## src/ssm_pkg.sv

```systemverilog
// ssm_pkg: shared constants and carriers of the synchronous serial port
// assumes: avalon-mm byte addresses, one 32-bit word per register
package ssm_pkg;
    // register byte offsets
    localparam logic [5:0] OFS_TXCTL = 6'h00; // transmit_control_status
    localparam logic [5:0] OFS_RXCTL = 6'h04; // receive_control_status
    localparam logic [5:0] OFS_TXBUF = 6'h08; // transmit_buffer
    localparam logic [5:0] OFS_RXBUF = 6'h0C; // receive_buffer
    localparam logic [5:0] OFS_BAUD  = 6'h10; // baud_control
    localparam logic [5:0] OFS_DIVH  = 6'h14; // baud_divider_high
    localparam logic [5:0] OFS_DIVL  = 6'h18; // baud_divider_low
    localparam logic [5:0] OFS_FLAG  = 6'h1C; // peripheral_flag_register
    localparam logic [5:0] OFS_IEN   = 6'h20; // peripheral_enable_register
    // transmit_control_status fields
    localparam int B_CLOCK_SOURCE_SELECT  = 7; // clock_source_select
    localparam int B_TX9   = 6; // tx_ninth_bit_enable
    localparam int B_TRANSMIT_ENABLE  = 5; // transmit_enable
    localparam int B_SYNC  = 4; // synchronous select
    localparam int B_TEMPT = 1; // shift_empty_status, read only
    localparam int B_TX_NINTH_BIT_VALUE  = 0; // tx_ninth_bit_value
    // receive_control_status fields
    localparam int B_PORT_ENABLE  = 7; // port_enable
    localparam int B_RX9   = 6; // rx_ninth_bit_enable
    localparam int B_SINGLE_RECEIVE_ENABLE  = 5; // single_receive_enable
    localparam int B_CONTINUOUS_RECEIVE_ENABLE  = 4; // continuous_receive_enable
    localparam int B_FRM   = 2; // framing_error_status, always zero here
    localparam int B_OVR   = 1; // overrun_error_status
    localparam int B_RX_NINTH_BIT_VALUE  = 0; // rx_ninth_bit_value
    // baud_control fields
    localparam int B_POL   = 4; // clock_idle_polarity
    localparam int B_WIDE  = 3; // wide_divider_select
    // flag and enable fields
    localparam int B_RXF   = 5; // rx_complete_flag / rx_interrupt_enable
    localparam int B_TXF   = 4; // tx_buffer_empty_flag / tx_interrupt_enable
    // reset values
    localparam logic       RST_TXF  = 1'b1; // buffer starts empty
    localparam logic       RST_WAIT = 1'b1; // bus stalls until a request
    localparam logic [3:0] BITS8    = 4'h8; // word length, 8-bit
    localparam logic [3:0] BITS9    = 4'h9; // word length, 9-bit
    // link activity
    typedef enum logic [1:0] {SSM_IDLE, SSM_TX, SSM_RX} ssm_mode_t;
    // avalon-mm request from the master
    typedef struct packed {
        logic        read;
        logic        write;
        logic [5:0]  address;
        logic [3:0]  byteenable;
        logic [31:0] writedata;
    } ssm_avs_req_t;
    // avalon-mm answer to the master
    typedef struct packed {
        logic        waitrequest;
        logic [31:0] readdata;
    } ssm_avs_rsp_t;
endpackage

```

## src/ssm_core.sv

```systemverilog
// ssm_core: synchronous half-duplex serial port, master and slave
// assumes: avalon-mm master on i_sys_clk; clock and data pins are async
// Behaviour
// - load shifter only after last bit out
// - load takes one cycle, then empty flag
// - empty flag: hardware set, cleared by write
// - tx request only with tx enable
// - shift_empty_status readable, polled, no request
// - shift register has no address
// - ninth bit sent from tx_ninth_bit_value
// - buffer write starts transmission when enabled
// - continuous enable, or single enable in master mode, starts reception
// - sample data on trailing clock edge
// - single mode receives one word only
// - continuous mode repeats until cleared
// - both enables set acts as continuous
// - receive done sets flag, gated request
// - ninth bit and errors in control register
// - clearing continuous enable clears errors
// - clock source clear selects slave mode
// - slave shifts on the external clock
// - half duplex: transmit xor receive
// - clock idles at polarity bit level
//
// Our own choices: the Avalon-MM register port and the register addresses.
`timescale 1ns/1ps
module ssm_core (
    input  wire logic                 i_sys_clk,      // 20 MHz system clock
    input  wire logic                 i_reset_n,      // async reset, low
    input  wire ssm_pkg::ssm_avs_req_t i_avs,         // register request
    output      ssm_pkg::ssm_avs_rsp_t o_avs,         // register answer
    input  wire logic                 i_shift_clk,    // clock pin level
    output      logic                 o_shift_clk,    // clock pin drive
    output      logic                 o_shift_clk_oe, // clock pin enable
    input  wire logic                 i_sync_data,    // data pin level
    output      logic                 o_sync_data,    // data pin drive
    output      logic                 o_sync_data_oe, // data pin enable
    output      logic                 o_tx_irq,       // transmit request
    output      logic                 o_rx_irq        // receive request
);
    import ssm_pkg::*;

    // whole state of the port
    typedef struct packed {
        logic        avs_wait;  // waitrequest level
        logic [31:0] rdata;     // captured read word
        logic        clock_source_select;      // clock_source_select
        logic        tx9en;     // tx_ninth_bit_enable
        logic        transmit_enable;      // transmit_enable
        logic        sync;      // synchronous select
        logic        tx_ninth_bit_value;      // tx_ninth_bit_value
        logic        port_enable;      // port_enable
        logic        rx9en;     // rx_ninth_bit_enable
        logic        single_receive_enable;      // single_receive_enable
        logic        continuous_receive_enable;      // continuous_receive_enable
        logic        ovr;       // overrun_error_status
        logic        rx_ninth_bit_value;      // rx_ninth_bit_value
        logic        pol;       // clock_idle_polarity
        logic        wide;      // wide_divider_select
        logic [7:0]  divh;      // baud_divider_high
        logic [7:0]  divl;      // baud_divider_low
        logic [7:0]  txbuf;     // transmit_buffer
        logic        txf;       // tx_buffer_empty_flag
        logic [7:0]  rxbuf;     // receive_buffer
        logic        rxf;       // rx_complete_flag
        logic        txie;      // tx_interrupt_enable
        logic        rxie;      // rx_interrupt_enable
        ssm_mode_t   mode;      // link activity
        logic [8:0]  shreg;     // tx_shift_register / receive shifter
        logic [3:0]  bitcnt;    // bits left in the word
        logic        word9;     // word is nine bits
        logic [15:0] baud_cnt;  // half period counter
        logic        clk_lvl;   // master clock level
        logic        sck_m;     // clock pin, first stage
        logic        sck_s;     // clock pin, second stage
        logic        sck_d;     // second stage, delayed
        logic        dat_m;     // data pin, first stage
        logic        dat_s;     // data pin, second stage
        logic        dat_o;     // data drive
        logic        dat_oe;    // data enable
        logic        clk_oe;    // clock enable
        logic        tx_irq;    // gated transmit request
        logic        rx_irq;    // gated receive request
    } ssm_state_t;

    ssm_state_t st_reg;   // registered state
    ssm_state_t st_next;  // next state

    // helpers, also watched by the checks
    logic        take;     // request accepted this edge
    logic        wr_en;    // accepted write, low lane on
    logic        wr_tx;    // accepted write to transmit_buffer
    logic        rd_rx;    // accepted read of receive_buffer
    logic        tx_load;  // buffer moves to shifter
    logic        lead;     // clock leaves idle level
    logic        trail;    // clock returns to idle level
    logic        rx_done;  // word received
    logic        tx_done;  // word sent
    logic        rx_on;    // reception requested
    logic [15:0] div;      // effective divider
    logic [8:0]  rx_sh;    // shifter with new sample
    logic [3:0]  nbits_t;  // transmit word length
    logic [3:0]  nbits_r;  // receive word length

    // read mux, zero for unmapped offsets
    function automatic logic [31:0] rd_word(input logic [5:0] a,
                                            input ssm_state_t s);
        logic [7:0] v;
        v = 8'h00;
        case (a)
            OFS_TXCTL: begin
                v[B_CLOCK_SOURCE_SELECT]  = s.clock_source_select;
                v[B_TX9]   = s.tx9en;
                v[B_TRANSMIT_ENABLE]  = s.transmit_enable;
                v[B_SYNC]  = s.sync;
                v[B_TEMPT] = (s.mode != SSM_TX);
                v[B_TX_NINTH_BIT_VALUE]  = s.tx_ninth_bit_value;
            end
            OFS_RXCTL: begin
                v[B_PORT_ENABLE] = s.port_enable;
                v[B_RX9]  = s.rx9en;
                v[B_SINGLE_RECEIVE_ENABLE] = s.single_receive_enable;
                v[B_CONTINUOUS_RECEIVE_ENABLE] = s.continuous_receive_enable;
                v[B_OVR]  = s.ovr;
                v[B_RX_NINTH_BIT_VALUE] = s.rx_ninth_bit_value;
            end
            OFS_TXBUF: v = s.txbuf;
            OFS_RXBUF: v = s.rxbuf;
            OFS_BAUD: begin
                v[B_POL]  = s.pol;
                v[B_WIDE] = s.wide;
            end
            OFS_DIVH: v = s.divh;
            OFS_DIVL: v = s.divl;
            OFS_FLAG: begin
                v[B_RXF] = s.rxf;
                v[B_TXF] = s.txf;
            end
            OFS_IEN: begin
                v[B_RXF] = s.rxie;
                v[B_TXF] = s.txie;
            end
            default: v = 8'h00;
        endcase
        // the shifter itself is never readable
        return {24'h000000, v};
    endfunction

    // next state
    always_comb begin
        st_next = st_reg;
        // bus handshake: one stall cycle, then accept
        take  = (i_avs.read | i_avs.write) & ~st_reg.avs_wait;
        wr_en = take & i_avs.write & i_avs.byteenable[0];
        wr_tx = wr_en & (i_avs.address == OFS_TXBUF);
        rd_rx = take & i_avs.read & (i_avs.address == OFS_RXBUF);
        st_next.avs_wait = ~((i_avs.read | i_avs.write) & st_reg.avs_wait);
        if ((i_avs.read | i_avs.write) & st_reg.avs_wait) begin
            st_next.rdata = rd_word(i_avs.address, st_reg);
        end

        // pin synchronisers
        st_next.sck_m = i_shift_clk;
        st_next.sck_s = st_reg.sck_m;
        st_next.sck_d = st_reg.sck_s;
        st_next.dat_m = i_sync_data;
        st_next.dat_s = st_reg.dat_m;

        // register writes
        if (wr_en) begin
            case (i_avs.address)
                OFS_TXCTL: begin
                    st_next.clock_source_select  = i_avs.writedata[B_CLOCK_SOURCE_SELECT];
                    st_next.tx9en = i_avs.writedata[B_TX9];
                    st_next.transmit_enable  = i_avs.writedata[B_TRANSMIT_ENABLE];
                    st_next.sync  = i_avs.writedata[B_SYNC];
                    st_next.tx_ninth_bit_value  = i_avs.writedata[B_TX_NINTH_BIT_VALUE];
                end
                OFS_RXCTL: begin
                    st_next.port_enable  = i_avs.writedata[B_PORT_ENABLE];
                    st_next.rx9en = i_avs.writedata[B_RX9];
                    st_next.single_receive_enable  = i_avs.writedata[B_SINGLE_RECEIVE_ENABLE];
                    st_next.continuous_receive_enable  = i_avs.writedata[B_CONTINUOUS_RECEIVE_ENABLE];
                    // dropping continuous mode wipes errors
                    if (!i_avs.writedata[B_CONTINUOUS_RECEIVE_ENABLE]) begin
                        st_next.ovr = 1'b0;
                    end
                end
                OFS_TXBUF: begin
                    st_next.txbuf = i_avs.writedata[7:0];
                    st_next.txf   = 1'b0;
                end
                OFS_BAUD: begin
                    st_next.pol  = i_avs.writedata[B_POL];
                    st_next.wide = i_avs.writedata[B_WIDE];
                end
                OFS_DIVH: st_next.divh = i_avs.writedata[7:0];
                OFS_DIVL: st_next.divl = i_avs.writedata[7:0];
                OFS_IEN: begin
                    st_next.rxie = i_avs.writedata[B_RXF];
                    st_next.txie = i_avs.writedata[B_TXF];
                end
                // flag register and unmapped offsets ignore writes
                default: st_next.rxbuf = st_reg.rxbuf;
            endcase
        end
        // reading the received word empties it
        if (rd_rx) begin
            st_next.rxf = 1'b0;
        end

        // effective divider
        div     = st_reg.wide ? {st_reg.divh, st_reg.divl}
                              : {8'h00, st_reg.divl};
        nbits_t = st_reg.tx9en ? BITS9 : BITS8;
        nbits_r = st_reg.rx9en ? BITS9 : BITS8;
        // single mode counts only as master; a slave receives in continuous mode only
        rx_on   = st_reg.continuous_receive_enable | (st_reg.single_receive_enable & st_reg.clock_source_select);

        // shift clock edges
        lead  = 1'b0;
        trail = 1'b0;
        if (st_reg.clock_source_select) begin
            // master: clock only while a word moves
            if (st_reg.mode != SSM_IDLE) begin
                if (st_reg.baud_cnt >= div) begin
                    st_next.baud_cnt = 16'h0000;
                    st_next.clk_lvl  = ~st_reg.clk_lvl;
                    lead  = (st_reg.clk_lvl == st_reg.pol);
                    trail = (st_reg.clk_lvl != st_reg.pol);
                end else begin
                    st_next.baud_cnt = st_reg.baud_cnt + 16'h0001;
                end
            end else begin
                // parked at the idle level
                st_next.baud_cnt = 16'h0000;
                st_next.clk_lvl  = st_next.pol;
            end
        end else begin
            // slave: edges of the external clock
            st_next.baud_cnt = 16'h0000;
            st_next.clk_lvl  = st_next.pol;
            if (st_reg.sck_s != st_reg.sck_d) begin
                lead  = (st_reg.sck_d == st_reg.pol);
                trail = (st_reg.sck_s == st_reg.pol);
            end
        end

        // new receive sample enters at the top
        rx_sh   = {st_reg.dat_s, st_reg.shreg[8:1]};
        tx_load = 1'b0;
        tx_done = 1'b0;
        rx_done = 1'b0;

        // link sequencing
        case (st_reg.mode)
            SSM_IDLE: begin
                if (st_reg.port_enable & st_reg.sync) begin
                    // transmit wins; a write cycle delays the load
                    if (st_reg.transmit_enable & ~st_reg.txf & ~wr_tx) begin
                        tx_load = 1'b1;
                    end else if (rx_on) begin
                        st_next.mode   = SSM_RX;
                        st_next.bitcnt = nbits_r;
                        st_next.word9  = st_reg.rx9en;
                        st_next.shreg  = 9'h000;
                    end
                end
            end
            SSM_TX: begin
                if (~st_reg.port_enable | ~st_reg.transmit_enable) begin
                    // transmitter switched off mid-word
                    st_next.mode = SSM_IDLE;
                end else begin
                    // new bit leaves on the leading edge
                    if (lead) begin
                        st_next.dat_o = st_reg.shreg[0];
                        st_next.shreg = {1'b0, st_reg.shreg[8:1]};
                    end
                    // peer samples on the trailing edge
                    if (trail) begin
                        st_next.bitcnt = st_reg.bitcnt - 4'h1;
                        if (st_reg.bitcnt == 4'h1) begin
                            tx_done = 1'b1;
                            // next word follows at once if waiting
                            if (~st_reg.txf & ~wr_tx) begin
                                tx_load = 1'b1;
                            end else begin
                                st_next.mode = SSM_IDLE;
                            end
                        end
                    end
                end
            end
            SSM_RX: begin
                if (~st_reg.port_enable | ~rx_on) begin
                    // reception withdrawn mid-word
                    st_next.mode = SSM_IDLE;
                end else if (trail) begin
                    st_next.shreg  = rx_sh;
                    st_next.bitcnt = st_reg.bitcnt - 4'h1;
                    if (st_reg.bitcnt == 4'h1) begin
                        rx_done = 1'b1;
                        if (st_reg.continuous_receive_enable) begin
                            // continuous: start the next word
                            st_next.bitcnt = nbits_r;
                            st_next.word9  = st_reg.rx9en;
                        end else begin
                            // single: one word then stop
                            st_next.single_receive_enable = 1'b0;
                            st_next.mode = SSM_IDLE;
                        end
                    end
                end
            end
            default: st_next.mode = SSM_IDLE;
        endcase

        // buffer to shifter in one cycle
        if (tx_load) begin
            st_next.mode   = SSM_TX;
            st_next.shreg  = {st_reg.tx_ninth_bit_value & st_reg.tx9en, st_reg.txbuf};
            st_next.bitcnt = nbits_t;
            st_next.word9  = st_reg.tx9en;
            st_next.txf    = 1'b1;
        end

        // word complete: store or flag overrun
        if (rx_done) begin
            if (st_next.rxf) begin
                st_next.ovr = 1'b1;
            end else begin
                st_next.rxbuf = st_reg.word9 ? rx_sh[7:0] : rx_sh[8:1];
                st_next.rx_ninth_bit_value  = st_reg.word9 & rx_sh[8];
                st_next.rxf   = 1'b1;
            end
        end

        // pin drive
        st_next.clk_oe = st_next.port_enable & st_next.sync & st_next.clock_source_select;
        // hold the line one cycle past the last sampling edge, so the
        // peer never sees data and clock change together
        st_next.dat_oe = (st_next.mode == SSM_TX) | (st_reg.mode == SSM_TX);
        // gated requests
        st_next.tx_irq = st_next.txf & st_next.txie;
        st_next.rx_irq = st_next.rxf & st_next.rxie;
    end

    // state register
    always_ff @(posedge i_sys_clk or negedge i_reset_n) begin
        if (!i_reset_n) begin
            st_reg          <= '0;
            st_reg.txf      <= RST_TXF;
            st_reg.avs_wait <= RST_WAIT;
        end else begin
            st_reg <= st_next;
        end
    end

    // outputs straight from flops
    assign o_avs.waitrequest = st_reg.avs_wait;
    assign o_avs.readdata    = st_reg.rdata;
    assign o_shift_clk       = st_reg.clk_lvl;
    assign o_shift_clk_oe    = st_reg.clk_oe;
    assign o_sync_data       = st_reg.dat_o;
    assign o_sync_data_oe    = st_reg.dat_oe;
    assign o_tx_irq          = st_reg.tx_irq;
    assign o_rx_irq          = st_reg.rx_irq;
endmodule

```

## config.mk

```make
export PLATFORM = sky130hd
export DESIGN_NAME = ssm_core
export DESIGN_NICKNAME = d
export VERILOG_FILES = /design/src/ssm_pkg.sv /design/src/ssm_core.sv
export SDC_FILE = /design/constraint.sdc
export NUM_CORES = 1
export LEC_CHECK = 0
export BUFFER_PORTS_ARGS = -buffer_cell sky130_fd_sc_hd__buf_4
export CORE_MARGIN = 3
export CORE_UTILIZATION = 62
export CTS_CLUSTER_SIZE = 14
export DETAILED_ROUTE_END_ITERATION = 7
export PLACE_DENSITY = 0.92
export REMOVE_ABC_BUFFERS = 1
export SETUP_SLACK_MARGIN = 0.2
export SKIP_LAST_GASP = 1
export SYNTH_ARGS = -nofsm -noshare
export SYNTH_HDL_FRONTEND = slang
export SYNTH_SLANG_ARGS = --single-unit
```

## constraint.sdc

```tcl
create_clock -name i_sys_clk -period 6.7 [get_ports i_sys_clk]
set_input_delay 0.335 -clock i_sys_clk [delete_from_list [all_inputs] [get_ports i_sys_clk]]
set_output_delay 0.335 -clock i_sys_clk [all_outputs]
set_load 0.02 [all_outputs]
```

==> metrics.md <==
| Metric | Value |
|---|---|
| WP data required | 6.98 ns |
| Synth area leaders | dfrtp_1 (43%), mux2_2 (7.5%), ha_1 (5.3%) |
| H-Tree Level Count | 3 |
| Clock slew seen by the registers of the worst setup and hold paths | 0.11 ns |
| Tcrit/Tclk final | 0.538 |
| Row cnt | 34 |
| Antenna violations before repair | 0 |
| Hold_ws | 0.0659 ns |
| Leakage | 2.83 nW |
| RePlAce Congestion | 0.940 |
| Skew final | 0.0125 ns |
| CTS tree | built |
| Largest net degree at the start of global routing | 86 |
| Logic gate share of total power | 0.093 |
| # IOs | 87 |
| CP cell instances | nand2_1, ha_1, nand4_1, nor3_2, a211oi_2, a21oi_1, nor2_2, nand4_1, o221ai_1 |
| Post-synth cell types | 71 |
| Worst-skew pair later-pin latency | 0.38 ns |
| CP endpoint kind | flop |
| Initial core utilization | 0.647 |
| Gr usage total | 0.275 |
| Sequential area share after synthesis | 0.444 |
| Net Switching | 0.000336 W |
| Worst-Margin Slew | 1.22 ns |
| Core Footprint | 8810 sq um |
| Cell count after synthesis | 569 |
| Netlist area before placement | 5700 sq um |
| First-pass GRT wire length | 22000 um |
| Max VDD drop | 0.143 mV |
| Post-layout minimum cycle time | 3.60 ns |
| Hold Buf Count CTS | 1 |
| TritonCTS Buffers | 9 |
| Antenna diodes | 0 |
| Worst relative slew slack | 0.184 |
| Nets | 662 |
| Ys async rst share | 1.00 |
| FILL cells | 657 |
| Initial DRC count | 422 |
| Largest register FFs | 74 |
| Vias in the first global route | 4360 |
| Grt total ovfl | 0 |
| Via count | 4467 |
| Clock tree buffer depth | 2 |
| CP dominant cell by count | nand4_1 |
| Slowest CP cell | nor2_2 |
| Ys flop type | dfrtp_1 |
| Top-area cell type share of the netlist area | 0.435 |
| Avg Vias per Cell | 6.35 |
| Root buffer cell | clkbuf_8 |
| Worst setup SP type | flop |
| Hold Vio Cnt, Final | 0 |
| Die Ht | 102 um |
| P&R area growth vs syn | 7.57% |
| CTS sink count | 101 |
| Status | finished clean |
| Die area | 10400 sq um |
| Clock power share | 0.377 |
| Final setup fails | 0 |
| Crit path max fanout | 19 |
| Setup TNS | 0 ns |
| Cts repair resizes | 0 |
| RSZ-0062 raised after global routing | no |
| Max Freq | 0.278 GHz |
| Total Routed Length | 13700 um |
| Port Buffers | 35 |
| Sw Share | 0.272 |
| Pwr Density | 201 nW/um^2 |
| Max-cap check violation count | 0 |
| First-pass iteration count of the detailed router | 6 |
| DRC | 0 |
| Cell taking the most area after synthesis | dfrtp_1 |
| Avg Inst Size Synth | 10.0 sq um |
| Die W | 102 um |
| Int Power | 0.000897 W |
| Data arrival, critical path | 3.88 ns |
| Routed len/inst | 19.5 um |
| Critical path class | reg -> reg |
| Post-synth EDFFs | 0 |
| Seq pwr share | 0.530 |
| Max stage delay on crit path | 0.71 ns |
| Layout cells sized above 1 | 0.183 |
| Slew Limit Fails | 0 |
| Antenna Nets Post-Route | 0 |
| #FFs+latches synth | 101 |
| Postcts setup bufs | 0 |
| Min-Delay Path Class | in -> reg |
| DP Wirelength | 9980 um |
| YS warnings | 0 |
## metrics by stage
stage,cell area [sq um],utilization,total power [W],setup WS (ns),instances
after floorplan,5460,-,0.000725,3.92,541
after global placement,5870,0.667,0.000772,3.30,686
after detailed placement,5870,0.667,0.000777,3.19,686
after CTS,6130,0.696,0.00124,3.15,703
after global routing,6130,0.696,0.00128,2.83,703
final,6130,0.696,0.00123,3.10,703
## worst paths after layout
kind / startpoint / endpoint / slack (ns) / cells past startpoint
worst max-delay path: st_reg[79] / rx_sh[0] / 3.10 / 9
worst min-delay path: i_shift_clk / st_next[8] / 0.07 / 1
worst max register to register: st_reg[79] / rx_sh[0] / 3.10 / 9
worst min register to register: st_next[5] / rx_sh[8] / 0.36 / 0
max in group asynchronous: i_reset_n / o_avs[4] / 5.07 / 3
min in group asynchronous: i_reset_n / o_avs[6] / 0.35 / 2
## power groups by stage
| stage | Combinational [W] | Clock, W | Sequential (W) |
|---|---|---|---|
| 3_5_place_dp | 0.000114 | 0 | 0.000664 |
| 4_1_cts | 0.000115 | 0.000470 | 0.000652 |
| 5_1_grt | 0.000127 | 0.000495 | 0.000655 |
| 6_report | 0.000115 | 0.000465 | 0.000653 |
| 2_1_floorplan | 0.0000655 | 0 | 0.000659 |
| 3_3_place_gp | 0.000110 | 0 | 0.000662 |
## critical path, delay by kind of cell (launching register included)
family                     cells  cell delay, ns
and+or+nand+nor                5            1.65
AOI/OAI and AO/OA              3            1.05
DFF                            1            0.50
adders and majority gates      1            0.31
## synth_stat cells (all sizes together), types with 2 or more instances
library cell,instances
nor3b,3
o31ai,3
mux2,38
nor4,2
buf,39
clkbuf,12
o22ai,3
a41oi,3
nor2,38
a32o,2
mux2i,11
xor2,9
a21o,4
ha,24
a211oi,4
nand2,70
a22oi,2
xnor2,8
a222oi,2
nand2b,4
o221ai,8
a22o,4
dfrtp,99
and2,7
a221o,4
a31oi,8
nor2b,2
a221oi,8
dfstp,2
o21ai,31
nand3,15
or3,2
nand4,6
inv,30
nand3b,4
nor3,6
and3,10
a21oi,24
## logic make-up (layout without fill, tap and decap cells)
group                      Yosys count  in the layout  synth area share
adders and majority gates           24             24            0.0527
DFF                                101            101             0.444
buffers and inverters               81             84            0.0773
xor gates and xnor gates            17             17            0.0261
AOI/OAI and AO/OA                  121            121             0.155
and+or+nand+nor                    175            175             0.150
other                                1             24          0.000658
muxes                               49             49            0.0944
## routing by layer
| metal | GRT usage | vias up | part of all wire |
|---|---|---|---|
| li1 | - | 2020 | - |
| met1 | 0.369 | 2165 | 0.43 |
| met2 | 0.452 | 238 | 0.48 |
| met3 | 0.0553 | 44 | 0.071 |
| met4 | 0.0938 | 0 | 0.027 |
| met5 | 0 | - | 0 |
## cell type report
cell class / instances / area [sq um] / area share
Clock buffer: 9 / 124 / 0.0202
Multi-Input combinational cell: 410 / 2820 / 0.459
Sequential cell: 101 / 2530 / 0.413
Timing Repair Buffer: 38 / 288 / 0.0469
Tap cell: 108 / 135 / 0.0220
Clock inverter: 7 / 126 / 0.0206
Inverter: 30 / 113 / 0.0184
## placed cells by master (no fill, tap or decap), types with 4 or more instances in the layout
cell	instances
a221o_1	4
ha_1	24
nand2b_1	4
nor3_1	5
nand2_1	70
and3_1	10
o221ai_1	8
xnor2_1	8
a21o_1	4
clkbuf_8	9
nand3_1	15
and2_1	7
a221oi_1	8
nor2_1	37
nand3b_1	4
conb_1	24
o21ai_0	29
mux2i_1	11
a22o_1	4
a21oi_1	19
nand4_1	6
xor2_1	9
mux2_2	38
a31oi_1	6
buf_4	37
inv_1	30
dfrtp_1	99
Power figures use the tool's default switching activity.
